File: config.mk
export PLATFORM = sky130hd
export DESIGN_NAME = urx_regs
export DESIGN_NICKNAME = d
export VERILOG_FILES = /design/src/hw/urx_pkg.sv /design/src/hw/urx_regs.sv
export VERILOG_INCLUDE_DIRS = /design/src /design/src/hw
export SDC_FILE = /design/constraint.sdc
export NUM_CORES = 1
export LEC_CHECK = 0
export BUFFER_PORTS_ARGS = -buffer_cell sky130_fd_sc_hd__buf_2
export CORE_MARGIN = 2
export CORE_UTILIZATION = 35
export CTS_BUF_LIST = sky130_fd_sc_hd__clkbuf_8
export CTS_CLUSTER_SIZE = 12
export DETAILED_ROUTE_END_ITERATION = 8
export GPL_ROUTABILITY_DRIVEN = 1
export SLEW_MARGIN = 10
export SYNTH_ARGS = -nofsm -noshare
export SYNTH_HDL_FRONTEND = slang
export SYNTH_SLANG_ARGS = --single-unit
File: constraint.sdc
create_clock -name i_core_clk -period 4.85 [get_ports i_core_clk]
set_input_delay 0.97 -clock i_core_clk [delete_from_list [all_inputs] [get_ports i_core_clk]]
set_output_delay 0.97 -clock i_core_clk [all_outputs]
set_load 0.01 [all_outputs]
File: src/hw/urx_defines.svh
// Constants for the receive-path status register bank
// Operation
// (RULE_01) Always-on bit sends a status packet every interval; else only after enabled event.
// (RULE_02) Nine event enables each gate their own source; disabled events never send.
// (RULE_03) Eleven pin event enables in bits 10:0 gate pin events.
// (RULE_04) Short bulk-in packet waits programmed delay, 16.667 ns per count, reset 800h.
// (RULE_05) Read level grows by packet DWORD count once whole packet written.
// (RULE_06) Read level drops by one per DWORD read out.
// (RULE_07) Read-side rewind adds back DWORDs already read of that packet.
// (RULE_08) USB error during send rewinds read data and retransmits whole packet.
// (RULE_09) Write level grows by one per DWORD written.
// (RULE_10) Complete packet read out lowers write level by its DWORD count.
// (RULE_11) Write-side rewind lowers write level by DWORDs written of current packet.
// (RULE_12) Frame check error rewinds everything of that frame already written.
// (RULE_13) Read pointer shown as 13-bit read-only DWORD address, reset zero.
// (RULE_14) Write pointer shown as 13-bit read-only DWORD address, reset zero.
// (RULE_15) Enables and always-on bit reset zero, read/write; reserved bits read zero.
// (RULE_16) Read and write pointers wrap to zero after last FIFO location.
`ifndef URX_DEFINES_SVH
`define URX_DEFINES_SVH

// ----------------------------------------
// Register offsets
// ----------------------------------------
`define URX_OFS_EP_CONTROL 8'h68
`define URX_OFS_BULK_DLY 8'h6C
`define URX_OFS_LVL_DBG 8'h70
`define URX_OFS_PTR_DBG 8'h74
`define URX_OFS_IRQ_STAT 8'h80
`define URX_OFS_IRQ_MASK 8'h84

// ----------------------------------------
// Fields and reset values
// ----------------------------------------
`define URX_CTL_ALWAYS_ON 31
`define URX_CTL_WR_MASK 32'h800F_FFFF
`define URX_CTL_RESET 32'h0000_0000
`define URX_DLY_RESET 16'h0800
`define URX_PTR_LAST 13'h1FFF
`define URX_IRQ_BITS 4
`define URX_IRQ_STATUS_SENT 0
`define URX_IRQ_SHORT_GO 1
`define URX_IRQ_RD_REWIND 2
`define URX_IRQ_WR_REWIND 3

// ----------------------------------------
// Timing
// ----------------------------------------
`define URX_DLY_UNIT_PS 32'd16667
`define URX_CLK_PERIOD_PS 32'd20000

`endif

File: src/hw/urx_pkg.sv
// Types for the receive-path status register bank
`default_nettype none

package urx_pkg;
    typedef enum logic [2:0]
    {
        URX_DLY_IDLE = 3'b001,
        URX_DLY_WAIT = 3'b010,
        URX_DLY_FIRE = 3'b100
    } urx_dly_state_e;
    typedef logic [13:0] urx_level_t;
    typedef logic [12:0] urx_ptr_t;
endpackage

`default_nettype wire

File: src/hw/urx_regs.sv
// Receive-path control, status-packet gating, short-packet delay and FIFO debug
//
// Added by the designer: the strobed register port.
`default_nettype none
`include "urx_defines.svh"

module urx_regs
(
    input wire logic i_core_clk,
    input wire logic i_rst_b,
    input wire logic [7:0] i_addr,
    input wire logic [31:0] i_wdata,
    input wire logic i_wr,
    input wire logic i_rd,
    output logic [31:0] o_rdata,
    output logic o_irq,
    input wire logic [8:0] i_mac_events,
    input wire logic [10:0] i_gpio_events,
    input wire logic i_ep_interval_tick,
    output logic o_status_send,
    output logic [19:0] o_status_word,
    input wire logic i_short_pkt_pending,
    output logic o_short_pkt_go,
    input wire logic i_rxw_dword,
    input wire logic i_rxw_eop,
    input wire logic i_rxw_fcs_err,
    input wire logic i_rxr_dword,
    input wire logic i_rxr_done,
    input wire logic i_rxr_usb_err,
    output logic o_rxr_retransmit,
    output logic [12:0] o_rx_rd_ptr,
    output logic [12:0] o_rx_wr_ptr
);

    // ----------------------------------------
    // Register bus decode
    // ----------------------------------------
    wire logic sel_ctl;
    wire logic sel_dly;
    wire logic sel_lvl;
    wire logic sel_ptr;
    wire logic sel_stat;
    wire logic sel_mask;
    assign sel_ctl = (i_addr == `URX_OFS_EP_CONTROL);
    assign sel_dly = (i_addr == `URX_OFS_BULK_DLY);
    assign sel_lvl = (i_addr == `URX_OFS_LVL_DBG);
    assign sel_ptr = (i_addr == `URX_OFS_PTR_DBG);
    assign sel_stat = (i_addr == `URX_OFS_IRQ_STAT);
    assign sel_mask = (i_addr == `URX_OFS_IRQ_MASK);

    logic [31:0] interrupt_endpoint_control;
    logic [15:0] bulk_in_short_packet_delay;
    logic [`URX_IRQ_BITS-1:0] irq_status;
    logic [`URX_IRQ_BITS-1:0] irq_mask;

    always_ff @(posedge i_core_clk or negedge i_rst_b)
    begin
        if (!i_rst_b)
        begin
            interrupt_endpoint_control <= `URX_CTL_RESET;  // [RULE_15]
            bulk_in_short_packet_delay <= `URX_DLY_RESET;  // [RULE_04]
            irq_mask <= '0;
        end
        else if (i_wr)
        begin
            if (sel_ctl)
                interrupt_endpoint_control <= i_wdata & `URX_CTL_WR_MASK;  // [RULE_15]
            if (sel_dly)
                bulk_in_short_packet_delay <= i_wdata[15:0];
            if (sel_mask)
                irq_mask <= i_wdata[`URX_IRQ_BITS-1:0];
        end
    end

    wire logic status_packet_always_on;
    wire logic [8:0] mac_event_enables;
    wire logic [10:0] general_pin_event_enables;
    assign status_packet_always_on = interrupt_endpoint_control[`URX_CTL_ALWAYS_ON];
    assign mac_event_enables = interrupt_endpoint_control[19:11];
    assign general_pin_event_enables = interrupt_endpoint_control[10:0];

    // ----------------------------------------
    // Status packet gating
    // ----------------------------------------
    wire logic [19:0] event_hits;
    wire logic [19:0] pending_all;
    wire logic next_status_send;
    logic [19:0] pending;

    assign event_hits[19:11] = i_mac_events & mac_event_enables;  // [RULE_02]
    assign event_hits[10:0] = i_gpio_events & general_pin_event_enables;  // [RULE_03]
    assign pending_all = pending | event_hits;
    assign next_status_send = i_ep_interval_tick
        & (status_packet_always_on | (|pending_all));  // [RULE_01]

    always_ff @(posedge i_core_clk or negedge i_rst_b)
    begin
        if (!i_rst_b)
        begin
            pending <= '0;
            o_status_send <= 1'b0;
            o_status_word <= '0;
        end
        else
        begin
            // Events in the tick cycle are reported now, not lost
            pending <= i_ep_interval_tick ? 20'h0_0000 : pending_all;
            o_status_send <= next_status_send;
            if (next_status_send)
                o_status_word <= pending_all;
        end
    end

    // ----------------------------------------
    // Short bulk-in packet delay
    // ----------------------------------------
    urx_pkg::urx_dly_state_e dly_state;
    urx_pkg::urx_dly_state_e next_dly_state;
    logic [31:0] dly_target_ps;
    logic [31:0] dly_elapsed_ps;
    wire logic [31:0] next_elapsed_ps;
    wire logic dly_done;

    assign next_elapsed_ps = dly_elapsed_ps + `URX_CLK_PERIOD_PS;
    assign dly_done = (next_elapsed_ps >= dly_target_ps);  // [RULE_04]

    always_comb
    begin
        next_dly_state = dly_state;
        unique case (dly_state)
            urx_pkg::URX_DLY_IDLE:
            begin
                if (i_short_pkt_pending)
                    next_dly_state = urx_pkg::URX_DLY_WAIT;
            end
            urx_pkg::URX_DLY_WAIT:
            begin
                if (!i_short_pkt_pending)
                    next_dly_state = urx_pkg::URX_DLY_IDLE;
                else if (dly_done)
                    next_dly_state = urx_pkg::URX_DLY_FIRE;
            end
            urx_pkg::URX_DLY_FIRE:
            begin
                next_dly_state = urx_pkg::URX_DLY_IDLE;
            end
            default:
            begin
                next_dly_state = urx_pkg::URX_DLY_IDLE;
            end
        endcase
    end

    wire logic dly_load;
    wire logic next_short_go;
    assign dly_load = (dly_state == urx_pkg::URX_DLY_IDLE) & i_short_pkt_pending;
    assign next_short_go = (next_dly_state == urx_pkg::URX_DLY_FIRE);

    always_ff @(posedge i_core_clk or negedge i_rst_b)
    begin
        if (!i_rst_b)
        begin
            dly_state <= urx_pkg::URX_DLY_IDLE;
            dly_target_ps <= '0;
            dly_elapsed_ps <= '0;
            o_short_pkt_go <= 1'b0;
        end
        else
        begin
            dly_state <= next_dly_state;
            o_short_pkt_go <= next_short_go;
            if (dly_load)
            begin
                // Delay in picoseconds, counts of 16.667 ns
                dly_target_ps <= 32'(bulk_in_short_packet_delay) * `URX_DLY_UNIT_PS;  // [RULE_04]
                dly_elapsed_ps <= '0;
            end
            else if (dly_state == urx_pkg::URX_DLY_WAIT)
                dly_elapsed_ps <= next_elapsed_ps;
        end
    end

    // ----------------------------------------
    // Receive FIFO write side
    // ----------------------------------------
    urx_pkg::urx_ptr_t receive_write_pointer;
    urx_pkg::urx_ptr_t wr_pkt_start;
    urx_pkg::urx_level_t wr_pkt_len;
    urx_pkg::urx_level_t receive_write_level;
    wire urx_pkg::urx_ptr_t wr_ptr_inc;
    wire urx_pkg::urx_ptr_t next_wr_ptr;
    wire urx_pkg::urx_level_t wr_len_now;

    assign wr_ptr_inc = (receive_write_pointer == `URX_PTR_LAST) ? 13'h0000
        : receive_write_pointer + 13'h0001;  // [RULE_16]
    assign next_wr_ptr = i_rxw_fcs_err ? wr_pkt_start  // [RULE_12]
        : (i_rxw_dword ? wr_ptr_inc : receive_write_pointer);
    assign wr_len_now = wr_pkt_len + {13'h0000, i_rxw_dword};

    // ----------------------------------------
    // Receive FIFO read side
    // ----------------------------------------
    urx_pkg::urx_ptr_t receive_read_pointer;
    urx_pkg::urx_ptr_t rd_pkt_start;
    urx_pkg::urx_level_t rd_pkt_len;
    urx_pkg::urx_level_t receive_read_level;
    wire urx_pkg::urx_ptr_t rd_ptr_inc;
    wire urx_pkg::urx_ptr_t next_rd_ptr;
    wire urx_pkg::urx_level_t rd_len_now;

    assign rd_ptr_inc = (receive_read_pointer == `URX_PTR_LAST) ? 13'h0000
        : receive_read_pointer + 13'h0001;  // [RULE_16]
    assign next_rd_ptr = i_rxr_usb_err ? rd_pkt_start  // [RULE_08]
        : (i_rxr_dword ? rd_ptr_inc : receive_read_pointer);
    assign rd_len_now = rd_pkt_len + {13'h0000, i_rxr_dword};

    // ----------------------------------------
    // Level arithmetic
    // ----------------------------------------
    wire urx_pkg::urx_level_t wr_lvl_add;
    wire urx_pkg::urx_level_t wr_lvl_sub;
    wire urx_pkg::urx_level_t rd_lvl_add;
    wire urx_pkg::urx_level_t rd_lvl_sub;
    wire urx_pkg::urx_level_t next_wr_level;
    wire urx_pkg::urx_level_t next_rd_level;

    assign wr_lvl_add = {13'h0000, i_rxw_dword & ~i_rxw_fcs_err};  // [RULE_09]
    assign wr_lvl_sub = (i_rxw_fcs_err ? wr_pkt_len : 14'h0000)  // [RULE_11]
        + ((i_rxr_done & ~i_rxr_usb_err) ? rd_len_now : 14'h0000);  // [RULE_10]
    assign rd_lvl_add = ((i_rxw_eop & ~i_rxw_fcs_err) ? wr_len_now : 14'h0000)  // [RULE_05]
        + (i_rxr_usb_err ? rd_pkt_len : 14'h0000);  // [RULE_07]
    assign rd_lvl_sub = {13'h0000, i_rxr_dword & ~i_rxr_usb_err};  // [RULE_06]
    assign next_wr_level = receive_write_level + wr_lvl_add - wr_lvl_sub;
    assign next_rd_level = receive_read_level + rd_lvl_add - rd_lvl_sub;

    always_ff @(posedge i_core_clk or negedge i_rst_b)
    begin
        if (!i_rst_b)
        begin
            receive_write_pointer <= '0;  // [RULE_14]
            wr_pkt_start <= '0;
            wr_pkt_len <= '0;
        end
        else
        begin
            receive_write_pointer <= next_wr_ptr;
            if (i_rxw_fcs_err | i_rxw_eop)
                wr_pkt_len <= '0;
            else
                wr_pkt_len <= wr_len_now;
            if (i_rxw_eop & ~i_rxw_fcs_err)
                wr_pkt_start <= next_wr_ptr;
        end
    end

    always_ff @(posedge i_core_clk or negedge i_rst_b)
    begin
        if (!i_rst_b)
        begin
            receive_read_pointer <= '0;  // [RULE_13]
            rd_pkt_start <= '0;
            rd_pkt_len <= '0;
            o_rxr_retransmit <= 1'b0;
        end
        else
        begin
            receive_read_pointer <= next_rd_ptr;
            o_rxr_retransmit <= i_rxr_usb_err;  // [RULE_08]
            if (i_rxr_usb_err | i_rxr_done)
                rd_pkt_len <= '0;
            else
                rd_pkt_len <= rd_len_now;
            if (i_rxr_done & ~i_rxr_usb_err)
                rd_pkt_start <= next_rd_ptr;
        end
    end

    always_ff @(posedge i_core_clk or negedge i_rst_b)
    begin
        if (!i_rst_b)
        begin
            receive_write_level <= '0;
            receive_read_level <= '0;
        end
        else
        begin
            receive_write_level <= next_wr_level;
            receive_read_level <= next_rd_level;
        end
    end

    always_ff @(posedge i_core_clk or negedge i_rst_b)
    begin
        if (!i_rst_b)
        begin
            o_rx_rd_ptr <= '0;
            o_rx_wr_ptr <= '0;
        end
        else
        begin
            o_rx_rd_ptr <= next_rd_ptr;
            o_rx_wr_ptr <= next_wr_ptr;
        end
    end

    // ----------------------------------------
    // Interrupt status, cleared by read
    // ----------------------------------------
    wire logic [`URX_IRQ_BITS-1:0] irq_events;
    wire logic [`URX_IRQ_BITS-1:0] next_irq_status;
    wire logic stat_read;

    assign irq_events[`URX_IRQ_STATUS_SENT] = next_status_send;
    assign irq_events[`URX_IRQ_SHORT_GO] = next_short_go;
    assign irq_events[`URX_IRQ_RD_REWIND] = i_rxr_usb_err;
    assign irq_events[`URX_IRQ_WR_REWIND] = i_rxw_fcs_err;
    assign stat_read = i_rd & sel_stat;
    // Set wins over the read clear
    assign next_irq_status = (stat_read ? '0 : irq_status) | irq_events;

    always_ff @(posedge i_core_clk or negedge i_rst_b)
    begin
        if (!i_rst_b)
        begin
            irq_status <= '0;
            o_irq <= 1'b0;
        end
        else
        begin
            irq_status <= next_irq_status;
            o_irq <= |(next_irq_status & irq_mask);
        end
    end

    // ----------------------------------------
    // Read data
    // ----------------------------------------
    wire logic [31:0] lvl_word;
    wire logic [31:0] ptr_word;
    wire logic [31:0] next_rdata;

    assign lvl_word = {2'b00, receive_read_level, 2'b00, receive_write_level};
    assign ptr_word = {3'b000, receive_read_pointer, 3'b000, receive_write_pointer};
    assign next_rdata =
        sel_ctl ? interrupt_endpoint_control :
        sel_dly ? {16'h0000, bulk_in_short_packet_delay} :
        sel_lvl ? lvl_word :
        sel_ptr ? ptr_word :  // [RULE_13] [RULE_14]
        sel_stat ? {28'h000_0000, irq_status} :
        sel_mask ? {28'h000_0000, irq_mask} :
        32'h0000_0000;

    always_ff @(posedge i_core_clk or negedge i_rst_b)
    begin
        if (!i_rst_b)
            o_rdata <= '0;
        else if (i_rd)
            o_rdata <= next_rdata;
        else
            o_rdata <= '0;
    end

endmodule // urx_regs

`default_nettype wire

# --- Word level (Yosys, flattened, before mapping) ---
# Cells that the tools add are included.
word_totals:
  ff_bits: 295
  inputBits: 72
  output_inout_bits: 82
classes:
  addsub: 11
  reduce_logical: 6
  mux: 27
  magnitude_cmp: 1
  n_mul: 1
  n_eq_ne: 11
  bitwise: 17
op_table:
  columns: ["op", "count"]
  rows:
  - ["32-bit 2-to-1 mux", 4]
  - ["14-bit 2-to-1 mux", 6]
  - ["13-bit 2-to-1 mux", 6]
  - ["30-bit 2-to-1 mux", 2]
  - ["14-bit by 1-bit adder with 14-bit output", 3]
  - ["14-bit adder", 3]
  - ["32-bit by 15-bit adder with 32-bit output (second input constant)", 1]
  - ["8-bit by 7-bit == test with 1-bit output (second input constant)", 4]
  - ["32-bit by 31-bit greater-or-equal comparator with 1-bit output", 1]
  - ["16-bit by 15-bit multiplier with 31-bit output (second input constant)", 1]
  - ["29-bit 2-to-1 mux", 1]
  - ["13-bit by 1-bit adder with 13-bit output (second input constant)", 2]
  - ["13-bit == test (second input constant)", 2]
  - ["20-bit 2-to-1 mux", 1]
  - ["20-bit OR", 1]
  - ["20-bit OR reduction", 1]
  - ["8-bit == test (second input constant)", 2]
  - ["14-bit by 1-bit subtractor with 14-bit output", 1]
  - ["14-bit subtractor", 1]
  - ["4-bit 2-to-1 mux", 3]
  - ["11-bit bitwise AND", 1]
  - ["9-bit bitwise AND", 1]
  - ["3-bit 2-to-1 mux", 3]
  - ["1-bit bitwise AND", 7]
  - ["11 further kinds", 16]

# --- Longest topological paths before layout ---
# Gate-level depths: netlist of the first run.
logic_depth:
  word_depth: 9
  mapped_depth: 19
  depth_no_buf: 19

# --- Worst setup path after synthesis of the first run ---
# No wires, ideal clock.
synth_path:
  path_kind: "reg-to-reg"
  from: "register bulk_in_short_packet_delay[14]"
  to: "register dly_target_ps[29]"
  n_path_buf: 0
  period_less_slack_ns: 5.184
  arrival_ns: 5.063
  path_stages_with_launch: 20
  setup_ns: 0.122
  slack_ns: -0.334
  cell_sequence: "dfrtp_1 inv_1 ha_1 fa_1 inv_1 ha_1 inv_1 fa_1 fa_1 inv_1 fa_1 ha_1 and3_1 nand3_1 or3_1 a31o_2 or3_4 a31oi_2 mux2i_1 nand2_1"
synth_between:
  elab_chain_cells: 1
synth_rtl:
  columns: ["element", "line_no", "text"]
  rows:
  - ["start, declared", "urx_regs.sv:52", "logic [15:0] bulk_in_short_packet_delay;"]
  - ["start signal, assigned", "urx_regs.sv:61", "bulk_in_short_packet_delay <= `URX_DLY_RESET;"]
  - ["start signal, assigned", "urx_regs.sv:69", "bulk_in_short_packet_delay <= i_wdata[15:0];"]
  - ["16-bit by 15-bit multiplier with 31-bit output (no line)", null, null]
  - ["end signal, assigned", "urx_regs.sv:175", "dly_target_ps <= 32'(bulk_in_short_packet_delay) * `URX_DLY_UNIT_PS;"]
  - ["end, declared", "urx_regs.sv:119", "logic [31:0] dly_target_ps;"]
# No other way between the ends.
# A chain may end at the register's enable or synchronous reset.

# --- Worst setup path after layout of the first run ---
layout_path:
  from: "register bulk_in_short_packet_delay[11]"
  to: "register dly_target_ps[29]"
# The elaborated chain is that of the path after synthesis.

==> impl_metrics.yaml, run 1 <==
pwr:
  p_sw_share_pct: 36.69
  power.net_switching_w: 0.003315
  power_report.internal_total_w: 0.005721
  power_frac_clock_pct: 27.0
  leakage_nw: 10.97
  vdd_drop_max_uv: 364.1
  cellPowerDensity_nw_per_um2: 414.3
  combPwrFrac_pct: 36.8
  sequential_share_of_power_pct: 36.2
timing:
  timing.final.crit_period_ps: 5245
  rsz0062_at_grt: "yes"
  postLayoutSetupSlackWorst_ps: -394.7
  hold_viol: 0
  period_share_pct: 108.1
  setup_viol: 11
  slew_headroom_pct: 26.88
  finalClockSkew_ps: 69.89
  worst_max_slew_pin_slew_ps: 1088
  fmax_ghz: 0.1907
  final_max_slew_viol_count: 0
grt:
  grt_antenna_before_repair: 5
  first_global_vias: 13916
  grtUsageTotal_pct: 18.24
  grt_first_pass_wirelength_mm: 76.80
  globalRouteOverflowTotal: 0
  grt_max_degree: 101
yosys:
  top_area_cells_in_the_synthesized_netlist: "dfrtp_1, ha_1, fa_1"
  postSynthCellCount: 1809
  syn-num-nets: 2139
  fraction_of_the_yosys_area_taken_by_sequential_cells_pct: 39.89
  number_of_enable_flip_flop_cells_after_synthesis: 0
  synth.cells.most_frequent: "dfrtp_1, nand2_1, inv_1, ha_1, nor2_1"
  yosys.cell_types.count: 70
  synth_top_flop_cell: "dfrtp_1"
  synth_area_um2: 18140
  synth.avg_cell_area_um2: 10.03
  cell_with_the_most_instances_after_synthesis: "dfrtp_1"
  asyncSetResetFlopFracSynth_pct: 100.0
  ys_ff_latch: 289
  synthDominantCellAreaShare_pct: 39.60
  yosys_warns: 0
  synth_top_cell_by_area: "dfrtp_1"
critical_path:
  crit_start: "bulk_in_short_packet_delay[11]"
  critical_path.max_fanout: 3
  rr_startpoint: "bulk_in_short_packet_delay[11]"
  category_of_the_worst_setup_path_launch_point: "register"
  crit_type: "register to register"
  data_required_time_at_the_worst_endpoint_ps: 5320
  cp_data_arrival_time_ps: 5720
  worst_setup_path_end_kind: "register"
clock_tree:
  cts_stage_hold_buffer_count: 0
  cts_tree: "yes"
  cts_made_buffers: 50
  cts.clk_slew.worst_paths_ps: 60
  worstSkewPairLatency_ps: 640
  cts.root.buffer_cell: "clkbuf_8"
  clk_path_buf_depth: 3
  count_of_h_tree_levels_built_during_cts: 2
  clkSinkCount: 289
cells_and_area:
  num-nets-final: 2387
  final_layout_size_suffix_gt1_share_pct: 21.96
  design_area_um2: 21810
  syn_to_final_growth_pct: 20.26
  postLayoutCoreUtil_pct: 42.52
placed_design:
  pre_cts_ws_ps: -342.0
  io_buffers: 141
  finalWeightedCongestion: 0.8840
  detailed_place_hpwl_mm: 36.87
  post_dp_cell_area_um2: 20280
hold_path:
  hold_class: "primary input to async pin"
die:
  floorplan.core_area_um2: 51300
  start_util_pct: 35.35
  total_i_o_pin_count: 154
  chipHeight_um: 231.6
  std_cell_rows: 83
  die_area_um2: 53650
  die_width_um: 231.6
job:
  max_cap_violations: 0
run_status:
  failed_checks: "negative setup slack"
  result_of_the_run: "finished, violations left"
route:
  ant_nets: 0
  routedWlPerCell_um: 17.53
  total_via_count_in_the_routed_design: 13822
  detail_route.first_pass.iterations: 7
  detail_route.wirelength_mm: 48.67
  drc: 0
  avgViaCountPerCell: 4.979
  drc_violation_total_after_the_first_tritonroute_iteration: 890
## kinds of logic (layout without fill, tap and decap cells)
| group | Yosys count | in the layout | share of synthesized area [%] |
|---|---|---|---|
| and+or+nand+nor | 506 | 506 | 12.77 |
| AOI/OAI and AO/OA | 328 | 328 | 11.88 |
| DFF | 289 | 289 | 39.89 |
| adders and majority gates | 258 | 258 | 20.70 |
| buffers and inverters | 245 | 531 | 5.112 |
| xor gates and xnor gates | 116 | 116 | 5.602 |
| muxes | 66 | 66 | 4.029 |
| other | 1 | 2 | 0.02068 |
## sequential cells by signal, summed over array words and instances, names as in the netlist, 14 cells and up
register and flops:
dly_elapsed_ps 27, wr_pkt_len 14, dly_target_ps 31, pending 20, o_rdata 31, o_status_word 20
bulk_in_short_packet_delay 16, rd_pkt_len 14, receive_read_level 14, receive_write_level 14, interrupt_endpoint_control 21
## layer usage
layer	vias to the layer above	GRT usage [%]	share of wire [%]
met4	0	4.167	1.9
met3	72	2.830	4.5
met1	6773	24.99	46
li1	6654	-	-
met2	323	30.33	48
met5	-	0	0
## power by group through the flow
stage          Combinational, W  Sequential, W  Clock [W]
4_1_cts                 0.00331        0.00327    0.00250
3_3_place_gp            0.00316        0.00330          0
3_5_place_dp            0.00327        0.00331          0
6_report                0.00333        0.00327    0.00244
2_1_floorplan           0.00235        0.00324          0
5_1_grt                 0.00379        0.00334    0.00262
## worst max-delay path, cell delays in order (launching register included)
cell and delay (ps):
dfstp_2 560, ha_4 130, inv_2 30, fa_1 540, inv_2 50, ha_4 250, inv_2 30, fa_1 460
fa_1 490, inv_1 50, fa_1 490, ha_4 290, and3_4 180, nand3_2 70, or3_4 340, a31o_4 240
or3_4 400, a31oi_4 210, mux2i_1 200, nand2_1 60
## worst paths after layout
path | slack (ps) | to | cells after the start
max in group asynchronous | 3420 | pending[1] | 2
max | -390 | dly_target_ps[29] | 19
min in group i_core_clk | 470 | rd_pkt_start[12] | 2
max reg2reg | -390 | dly_target_ps[29] | 19
min | 370 | dly_elapsed_ps[9] | 1
min reg2reg | 470 | rd_pkt_start[12] | 2
## cell usage in the layout (no fill, tap or decap), types with 13 or more instances in the layout
cell / count
dfrtp_1: 282
o21ai_1: 13
a22o_1: 24
nor2_1: 127
o21ai_0: 58
buf_2: 140
a21boi_0: 13
a21oi_1: 86
xor2_1: 42
nand2_1: 200
inv_1: 198
nand3_1: 33
and3_1: 14
nor2b_1: 38
nand4_1: 25
mux2_2: 56
a21o_1: 29
fa_1: 70
ha_4: 13
a22oi_1: 23
buf_4: 99
ha_1: 175
clkbuf_8: 67
xnor2_1: 74
## per-stage QoR
stage / total power, W / instances / TNS [ps] / hold slack, ps
after floorplan: 0.005588 / 1809 / -362.5 / 440.1
after global placement: 0.006468 / 2669 / -2361 / 451.6
after detailed placement: 0.006581 / 2669 / -2449 / 458.6
after CTS: 0.009090 / 2768 / -2333 / 396.9
after global routing: 0.009747 / 2775 / -4800 / 390.9
final: 0.009036 / 2776 / -2463 / 366.0
## cell type report
cell class	instances	area, µm²
Clock buffer	67	922.1
Sequential cell	289	7241
Timing Repair Buffer	247	1555
Fill cell	4984	29490
Antenna cell	1	2.502
Tap cell	680	850.8
Clock inverter	23	176.4
Multi-Input combinational cell	1275	10330
Inverter	194	730.7
## what timing repair did
action                                  CTS  global route
setup buffers                             9             7
gates resized for setup                  28            45
endpoints found under the setup margin   12            17
pin swaps                                13            41
No activity file was read; power rests on OpenSTA's default activity.
==> run 2: changes to the inputs <==
--- a/config.mk
+++ b/config.mk
@@ -7,12 +7,15 @@
 export NUM_CORES = 1
 export LEC_CHECK = 0
 export BUFFER_PORTS_ARGS = -buffer_cell sky130_fd_sc_hd__buf_2
+export CAP_MARGIN = 20
 export CORE_MARGIN = 2
 export CORE_UTILIZATION = 35
 export CTS_BUF_LIST = sky130_fd_sc_hd__clkbuf_8
+export CTS_CLUSTER_DIAMETER = 40
 export CTS_CLUSTER_SIZE = 12
 export DETAILED_ROUTE_END_ITERATION = 8
 export GPL_ROUTABILITY_DRIVEN = 1
+export SKIP_LAST_GASP = 1
 export SLEW_MARGIN = 10
 export SYNTH_ARGS = -nofsm -noshare
 export SYNTH_HDL_FRONTEND = slang
==> run 2 against run 1 <==
The run still ends with negative setup slack left. Clock power shrank 3%. Maximum frequency grew 0.98%. Setup slack gained 51 ps. Sequential share of layout area grew 0.12 points. Combinational power is essentially flat. First-iteration DRC count shrank 9.1%. Sequential cell count is the same.
==> impl_metrics.yaml, run 2 (same netlist as run 1, synthesis figures left out) <==
run_status:
  result_of_the_run: "finished, violations left"
  failed_checks: "negative setup slack"
critical_path:
  cell_occurring_most_often_along_the_worst_timing_path: "fa_1"
  worst_path_dominant_cell_family: "adder cells"
  critical-path-max-stage-delay_ps: 590
  cp_data_arrival_time_ps: 5730
  category_of_the_worst_setup_path_launch_point: "register"
  list_of_cells_traversed_by_the_critical_path: "ha_4, inv_2, fa_1, inv_1, ha_1, inv_2, fa_1, fa_1, inv_1, fa_1, ha_4, and3_4, nand3_2, or3_4, a31o_4, or3_4, a31oi_4, mux2i_1, nand2_1"
  crit_type: "register to register"
  rr_startpoint: "bulk_in_short_packet_delay[11]"
  data_required_time_at_the_worst_endpoint_ps: 5380
  critical_path.max_fanout: 3
  worst_setup_path_end_kind: "register"
  crit_start: "bulk_in_short_packet_delay[11]"
  timing.critical_path.buf_inv: 4
  timing.critical_path.slowest_stage_cell: "dfstp_2"
placed_design:
  detailed_place_hpwl_mm: 36.87
  io_buffers: 141
  finalWeightedCongestion: 0.8840
  pre_cts_ws_ps: -342.0
clock_tree:
  cts.clk_slew.worst_paths_ps: 80
  clk_path_buf_depth: 3
  count_of_h_tree_levels_built_during_cts: 2
  cts.root.buffer_cell: "clkbuf_8"
  worstSkewPairLatency_ps: 670
  clkSinkCount: 289
  cts_made_buffers: 46
  cts_stage_hold_buffer_count: 0
  cts_tree: "yes"
route:
  detail_route.wirelength_mm: 48.19
  total_via_count_in_the_routed_design: 13682
  drc: 0
  ant_nets: 0
  detail_route.first_pass.iterations: 8
  routedWlPerCell_um: 17.38
  drc_violation_total_after_the_first_tritonroute_iteration: 809
  avgViaCountPerCell: 4.936
grt:
  grt_max_degree: 101
  grtUsageTotal_pct: 18.13
  first_global_vias: 13773
  globalRouteOverflowTotal: 0
  globalRouteMet2Util_pct: 29.88
  grt_antenna_before_repair: 5
  met3_capacity_usage_during_global_routing_pct: 2.768
  grt_first_pass_wirelength_mm: 75.90
  grt_util_met1_pct: 24.81
  grt.busiest_layer: "met2"
timing:
  final_max_slew_viol_count: 0
  setup-tns-final_ps: -2236
  period_share_pct: 107.1
  rsz0062_at_grt: "yes"
  hold_viol: 0
  postLayoutSetupSlackWorst_ps: -343.7
  slew_headroom_pct: 30.06
  finalClockSkew_ps: 47.28
  worst_max_slew_pin_slew_ps: 1047
  fmax_ghz: 0.1925
  timing.final.crit_period_ps: 5194
  holdWs_ps: 361.8
  setup_viol: 11
pwr:
  leakage_nw: 10.90
  cellPowerDensity_nw_per_um2: 412.4
  vdd_drop_max_uv: 338.1
hold_path:
  hold_class: "primary input to async pin"
cells_and_area:
  syn_to_final_growth_pct: 19.77
  most_common_cell_after_layout_fill_and_taps_aside: "dfrtp_1"
  registers_with_the_highest_flip_flop_counts: "dly_target_ps x31, o_rdata x31, dly_elapsed_ps x27"
  num-nets-final: 2381
  commonest_cells_after_routing_fill_and_taps_aside: "dfrtp_1, nand2_1, inv_1"
  final_layout_size_suffix_gt1_share_pct: 22.12
  postLayoutCoreUtil_pct: 42.34
die:
  die_width_um: 231.6
  chipHeight_um: 231.6
  die_area_um2: 53650
  floorplan.core_area_um2: 51300
  total_i_o_pin_count: 154
  std_cell_rows: 83
  start_util_pct: 35.35
job:
  max_cap_violations: 0
run 2: cell count changes in the layout (fill, tap and decap cells not counted), sizes merged:
cell / before / now
clkinvlp: 2 / 8
bufinv: 2 / 3
buf: 247 / 244
diode: 1 / 3
inv: 208 / 204
clkbuf: 67 / 51
clkinv: 5 / 15
run 2: cell type report:
| type | count | area (µm²) |
|---|---|---|
| fill | 4979 | 29580 |
| multi-input combinational | 1275 | 10320 |
| sequential | 289 | 7238 |
| timing repair buffer | 245 | 1530 |
| tap | 680 | 850.8 |
| inverter | 194 | 728.2 |
| clock buffer | 50 | 688.2 |
| clock inverter | 36 | 360.3 |
| antenna | 3 | 7.507 |
run 2: metal layers:
metal	up-vias	routed length, µm
met5	-	0
met4	0	1043
met3	70	2454
met2	301	22970
met1	6657	21720
li1	6654	-
run 2: timing repair:
item	in CTS	in global routing
setup buffers	4	9
endpoints found under the setup margin	13	17
endpoints found under the hold margin	0	0
gates resized for setup	17	49
pin swaps	10	26
gates cloned	0	0
run 2: report_power, final:
part           internal (W)  total, W  leakage, nW  switching, W
clock               0.00119   0.00237        0.526       0.00118
sequential          0.00287   0.00327         3.85      0.000396
combinational       0.00149   0.00332         6.52       0.00183
run 2: per-stage QoR:
stage / std cells / power (W) / instance area [µm²]
2_1_floorplan: 1809 / 0.005588 / 18190
3_3_place_gp: 2669 / 0.006468 / 20280
3_5_place_dp: 2669 / 0.006581 / 20280
4_1_cts: 2758 / 0.009010 / 21400
5_1_grt: 2770 / 0.009654 / 21720
6_report: 2772 / 0.008959 / 21720
run 2: final timing paths:
| check | slack [ps] | to | cells past startpoint |
|---|---|---|---|
| setup reg to reg | -340 | dly_target_ps[29] | 19 |
| hold / removal | 360 | dly_elapsed_ps[9] | 1 |
| max in group asynchronous | 3440 | wr_pkt_len[11] | 2 |
| hold reg to reg | 470 | rd_pkt_start[12] | 2 |
| min in group i_core_clk | 470 | rd_pkt_start[12] | 2 |
| setup / recovery | -340 | dly_target_ps[29] | 19 |
==> run 3: changes to the inputs <==
--- a/config.mk
+++ b/config.mk
@@ -8,6 +8,7 @@
 export LEC_CHECK = 0
 export BUFFER_PORTS_ARGS = -buffer_cell sky130_fd_sc_hd__buf_2
 export CAP_MARGIN = 20
+export CORE_ASPECT_RATIO = 1.2
 export CORE_MARGIN = 2
 export CORE_UTILIZATION = 35
 export CTS_BUF_LIST = sky130_fd_sc_hd__clkbuf_8
==> run 3 against run 2 <==
The run still ends with negative setup slack left. Non-clock buffer count is 6 higher. Die area hardly changed. Critical path depth is 2 higher. Cell count is 0.87% higher. Count of clock-buffer cells in the layout is 1 lower. Critical path type unchanged. Largest cell class unchanged. Via count is 0.86% higher. Global-route usage is 0.44 points higher.
==> impl_metrics.yaml, run 3 (same netlist as run 1, synthesis figures left out) <==
timing:
  setup-tns-final_ps: -3493
  hold_viol: 0
  postLayoutSetupSlackWorst_ps: -398.2
  period_share_pct: 108.2
  timing.final.crit_period_ps: 5248
  fmax_ghz: 0.1905
  worst_max_slew_pin_slew_ps: 1022
  finalClockSkew_ps: 64.34
  setup_viol: 13
  slew_headroom_pct: 31.72
  rsz0062_at_grt: "yes"
  final_max_slew_viol_count: 0
critical_path:
  worst_path_dominant_cell_family: "adder cells"
  crit_type: "register to register"
  worst_setup_path_end_kind: "register"
  timing.critical_path.slowest_stage_cell: "dfstp_2"
  timing.critical_path.buf_inv: 7
  category_of_the_worst_setup_path_launch_point: "register"
  data_required_time_at_the_worst_endpoint_ps: 5360
  critical_path.max_fanout: 4
  list_of_cells_traversed_by_the_critical_path: "ha_4, inv_2, fa_1, inv_2, ha_4, inv_2, fa_1, fa_1, inv_2, fa_1, ha_4, and3_4, buf_6, buf_6, a32oi_1, buf_4, a2111oi_4, o41ai_2, o21ai_1, xnor2_1, o21ai_1"
  cp_data_arrival_time_ps: 5760
  rr_startpoint: "bulk_in_short_packet_delay[11]"
  setup.reg_to_reg.worst_slack_ps: -400
  r2r.worst_path.cells: 21
  critical-path-max-stage-delay_ps: 610
  worst_r2r_endpoint: "dly_target_ps[28]"
cells_and_area:
  final_layout_size_suffix_gt1_share_pct: 22.46
  num-nets-final: 2389
  registers_with_the_highest_flip_flop_counts: "dly_target_ps x31, o_rdata x31, dly_elapsed_ps x27"
  syn_to_final_growth_pct: 20.47
  commonest_cells_after_routing_fill_and_taps_aside: "dfrtp_1, nand2_1, inv_1"
  fillerInstances: 4979
  most_common_cell_after_layout_fill_and_taps_aside: "dfrtp_1"
route:
  detail_route.first_pass.iterations: 5
  total_via_count_in_the_routed_design: 13799
  ant_nets: 0
  routedWlPerCell_um: 17.47
  drc_violation_total_after_the_first_tritonroute_iteration: 735
  drc: 0
  avgViaCountPerCell: 4.935
  detail_route.wirelength_mm: 48.86
die:
  chipHeight_um: 253.4
  total_i_o_pin_count: 154
  die_area_um2: 53660
  die_width_um: 211.8
  floorplan.core_area_um2: 51350
  std_cell_rows: 91
  start_util_pct: 35.32
run_status:
  result_of_the_run: "finished, violations left"
  failed_checks: "negative setup slack"
pwr:
  power_report.internal_total_w: 0.005617
  combPwrFrac_pct: 36.9
  power_frac_clock_pct: 27.1
  p_sw_share_pct: 38.23
  cellPowerDensity_nw_per_um2: 416.2
  leakage_nw: 10.95
  power.net_switching_w: 0.003476
  vdd_drop_max_uv: 358.8
  sequential_share_of_power_pct: 36.1
clock_tree:
  cts_made_buffers: 48
  worstSkewPairLatency_ps: 700
  cts_tree: "yes"
  cts.clk_slew.worst_paths_ps: 70
  cts_stage_hold_buffer_count: 0
  clk_path_buf_depth: 3
  count_of_h_tree_levels_built_during_cts: 2
  cts.root.buffer_cell: "clkbuf_8"
  clkSinkCount: 289
grt:
  first_global_vias: 14368
  grtUsageTotal_pct: 18.57
  grt_antenna_before_repair: 9
  globalRouteOverflowTotal: 0
  globalRouteMet2Util_pct: 34.11
  grt.busiest_layer: "met2"
  grt_util_met1_pct: 21.21
  met3_capacity_usage_during_global_routing_pct: 2.989
  grt_first_pass_wirelength_mm: 77.74
  grt_max_degree: 95
hold_path:
  hold_class: "primary input to async pin"
placed_design:
  io_buffers: 141
  detailed_place_hpwl_mm: 37.54
  finalWeightedCongestion: 0.8784
  pre_cts_ws_ps: -366.5
job:
  max_cap_violations: 0
==> run 3: changes by cell type in the layout (fill, tap and decap cells not counted), moves of 2 or more <==
cell	previous run	this run
a31oi_1	3	5
buf_4	99	102
buf_6	1	4
clkinv_4	8	5
clkinvlp_4	8	6
inv_1	188	190
inv_2	9	6
inv_6	2	10
o21ai_0	59	61
o21ai_1	12	10
==> run 3: worst max path at each step <==
stage	depth (start not counted)	startpoint	slack (ps)	endpoint
after detailed placement	19	bulk_in_short_packet_delay[11]	-370	dly_target_ps[29]
after global routing	21	bulk_in_short_packet_delay[11]	-590	dly_target_ps[28]
after global placement	19	bulk_in_short_packet_delay[12]	-350	dly_target_ps[29]
final	21	bulk_in_short_packet_delay[11]	-400	dly_target_ps[28]
after CTS	19	bulk_in_short_packet_delay[11]	-390	dly_target_ps[29]
after floorplan	19	bulk_in_short_packet_delay[11]	-230	dly_target_ps[29]
==> run 3: cell type report <==
class	count	area [µm²]	area share, %
multi-input cells	1275	10330	47.28
flip-flops and latches	289	7239	33.13
repair buffers	251	1587	7.261
well taps	697	872.1	3.992
inverters	194	728.2	3.333
clock buffers	49	674.4	3.087
clock inverters	39	412.9	1.890
diodes	2	5.005	0.02291
==> run 3: per-stage QoR <==
stage               cells  utilization, %  cell area, µm²  total power [W]  hold slack (ps)
detailed placement   2688           39.56           20310         0.006599            461.9
global placement     2688           39.56           20310         0.006490            451.9
finish               2796           42.55           21850         0.009093            335.7
floorplan            1809               -           18190         0.005588            440.1
global route         2796           42.55           21850         0.009786            377.0
CTS                  2784           42.00           21570         0.009143            351.7
==> run 3: layer usage <==
layer | vias up | part of all wire (%)
met2 | 285 | 52
met4 | 8 | 4.3
li1 | 6664 | -
met3 | 121 | 3.8
met1 | 6721 | 40
met5 | - | 0.096
==> run 3: timing repair <==
item                       in CTS  in global routing
pin swaps                       9                 29
gates cloned                    0                  0
resized for setup              28                 37
setup buffers                   8                  8
setup endpoints to repair      15                 18
==> run 3: power groups by stage <==
stage | combinational, W | sequential [W] | clock [W]
floorplan | 0.00235 | 0.00324 | 0
global placement | 0.00318 | 0.00331 | 0
detailed placement | 0.00328 | 0.00332 | 0
CTS | 0.00333 | 0.00328 | 0.00253
global route | 0.00382 | 0.00334 | 0.00263
finish | 0.00335 | 0.00328 | 0.00246
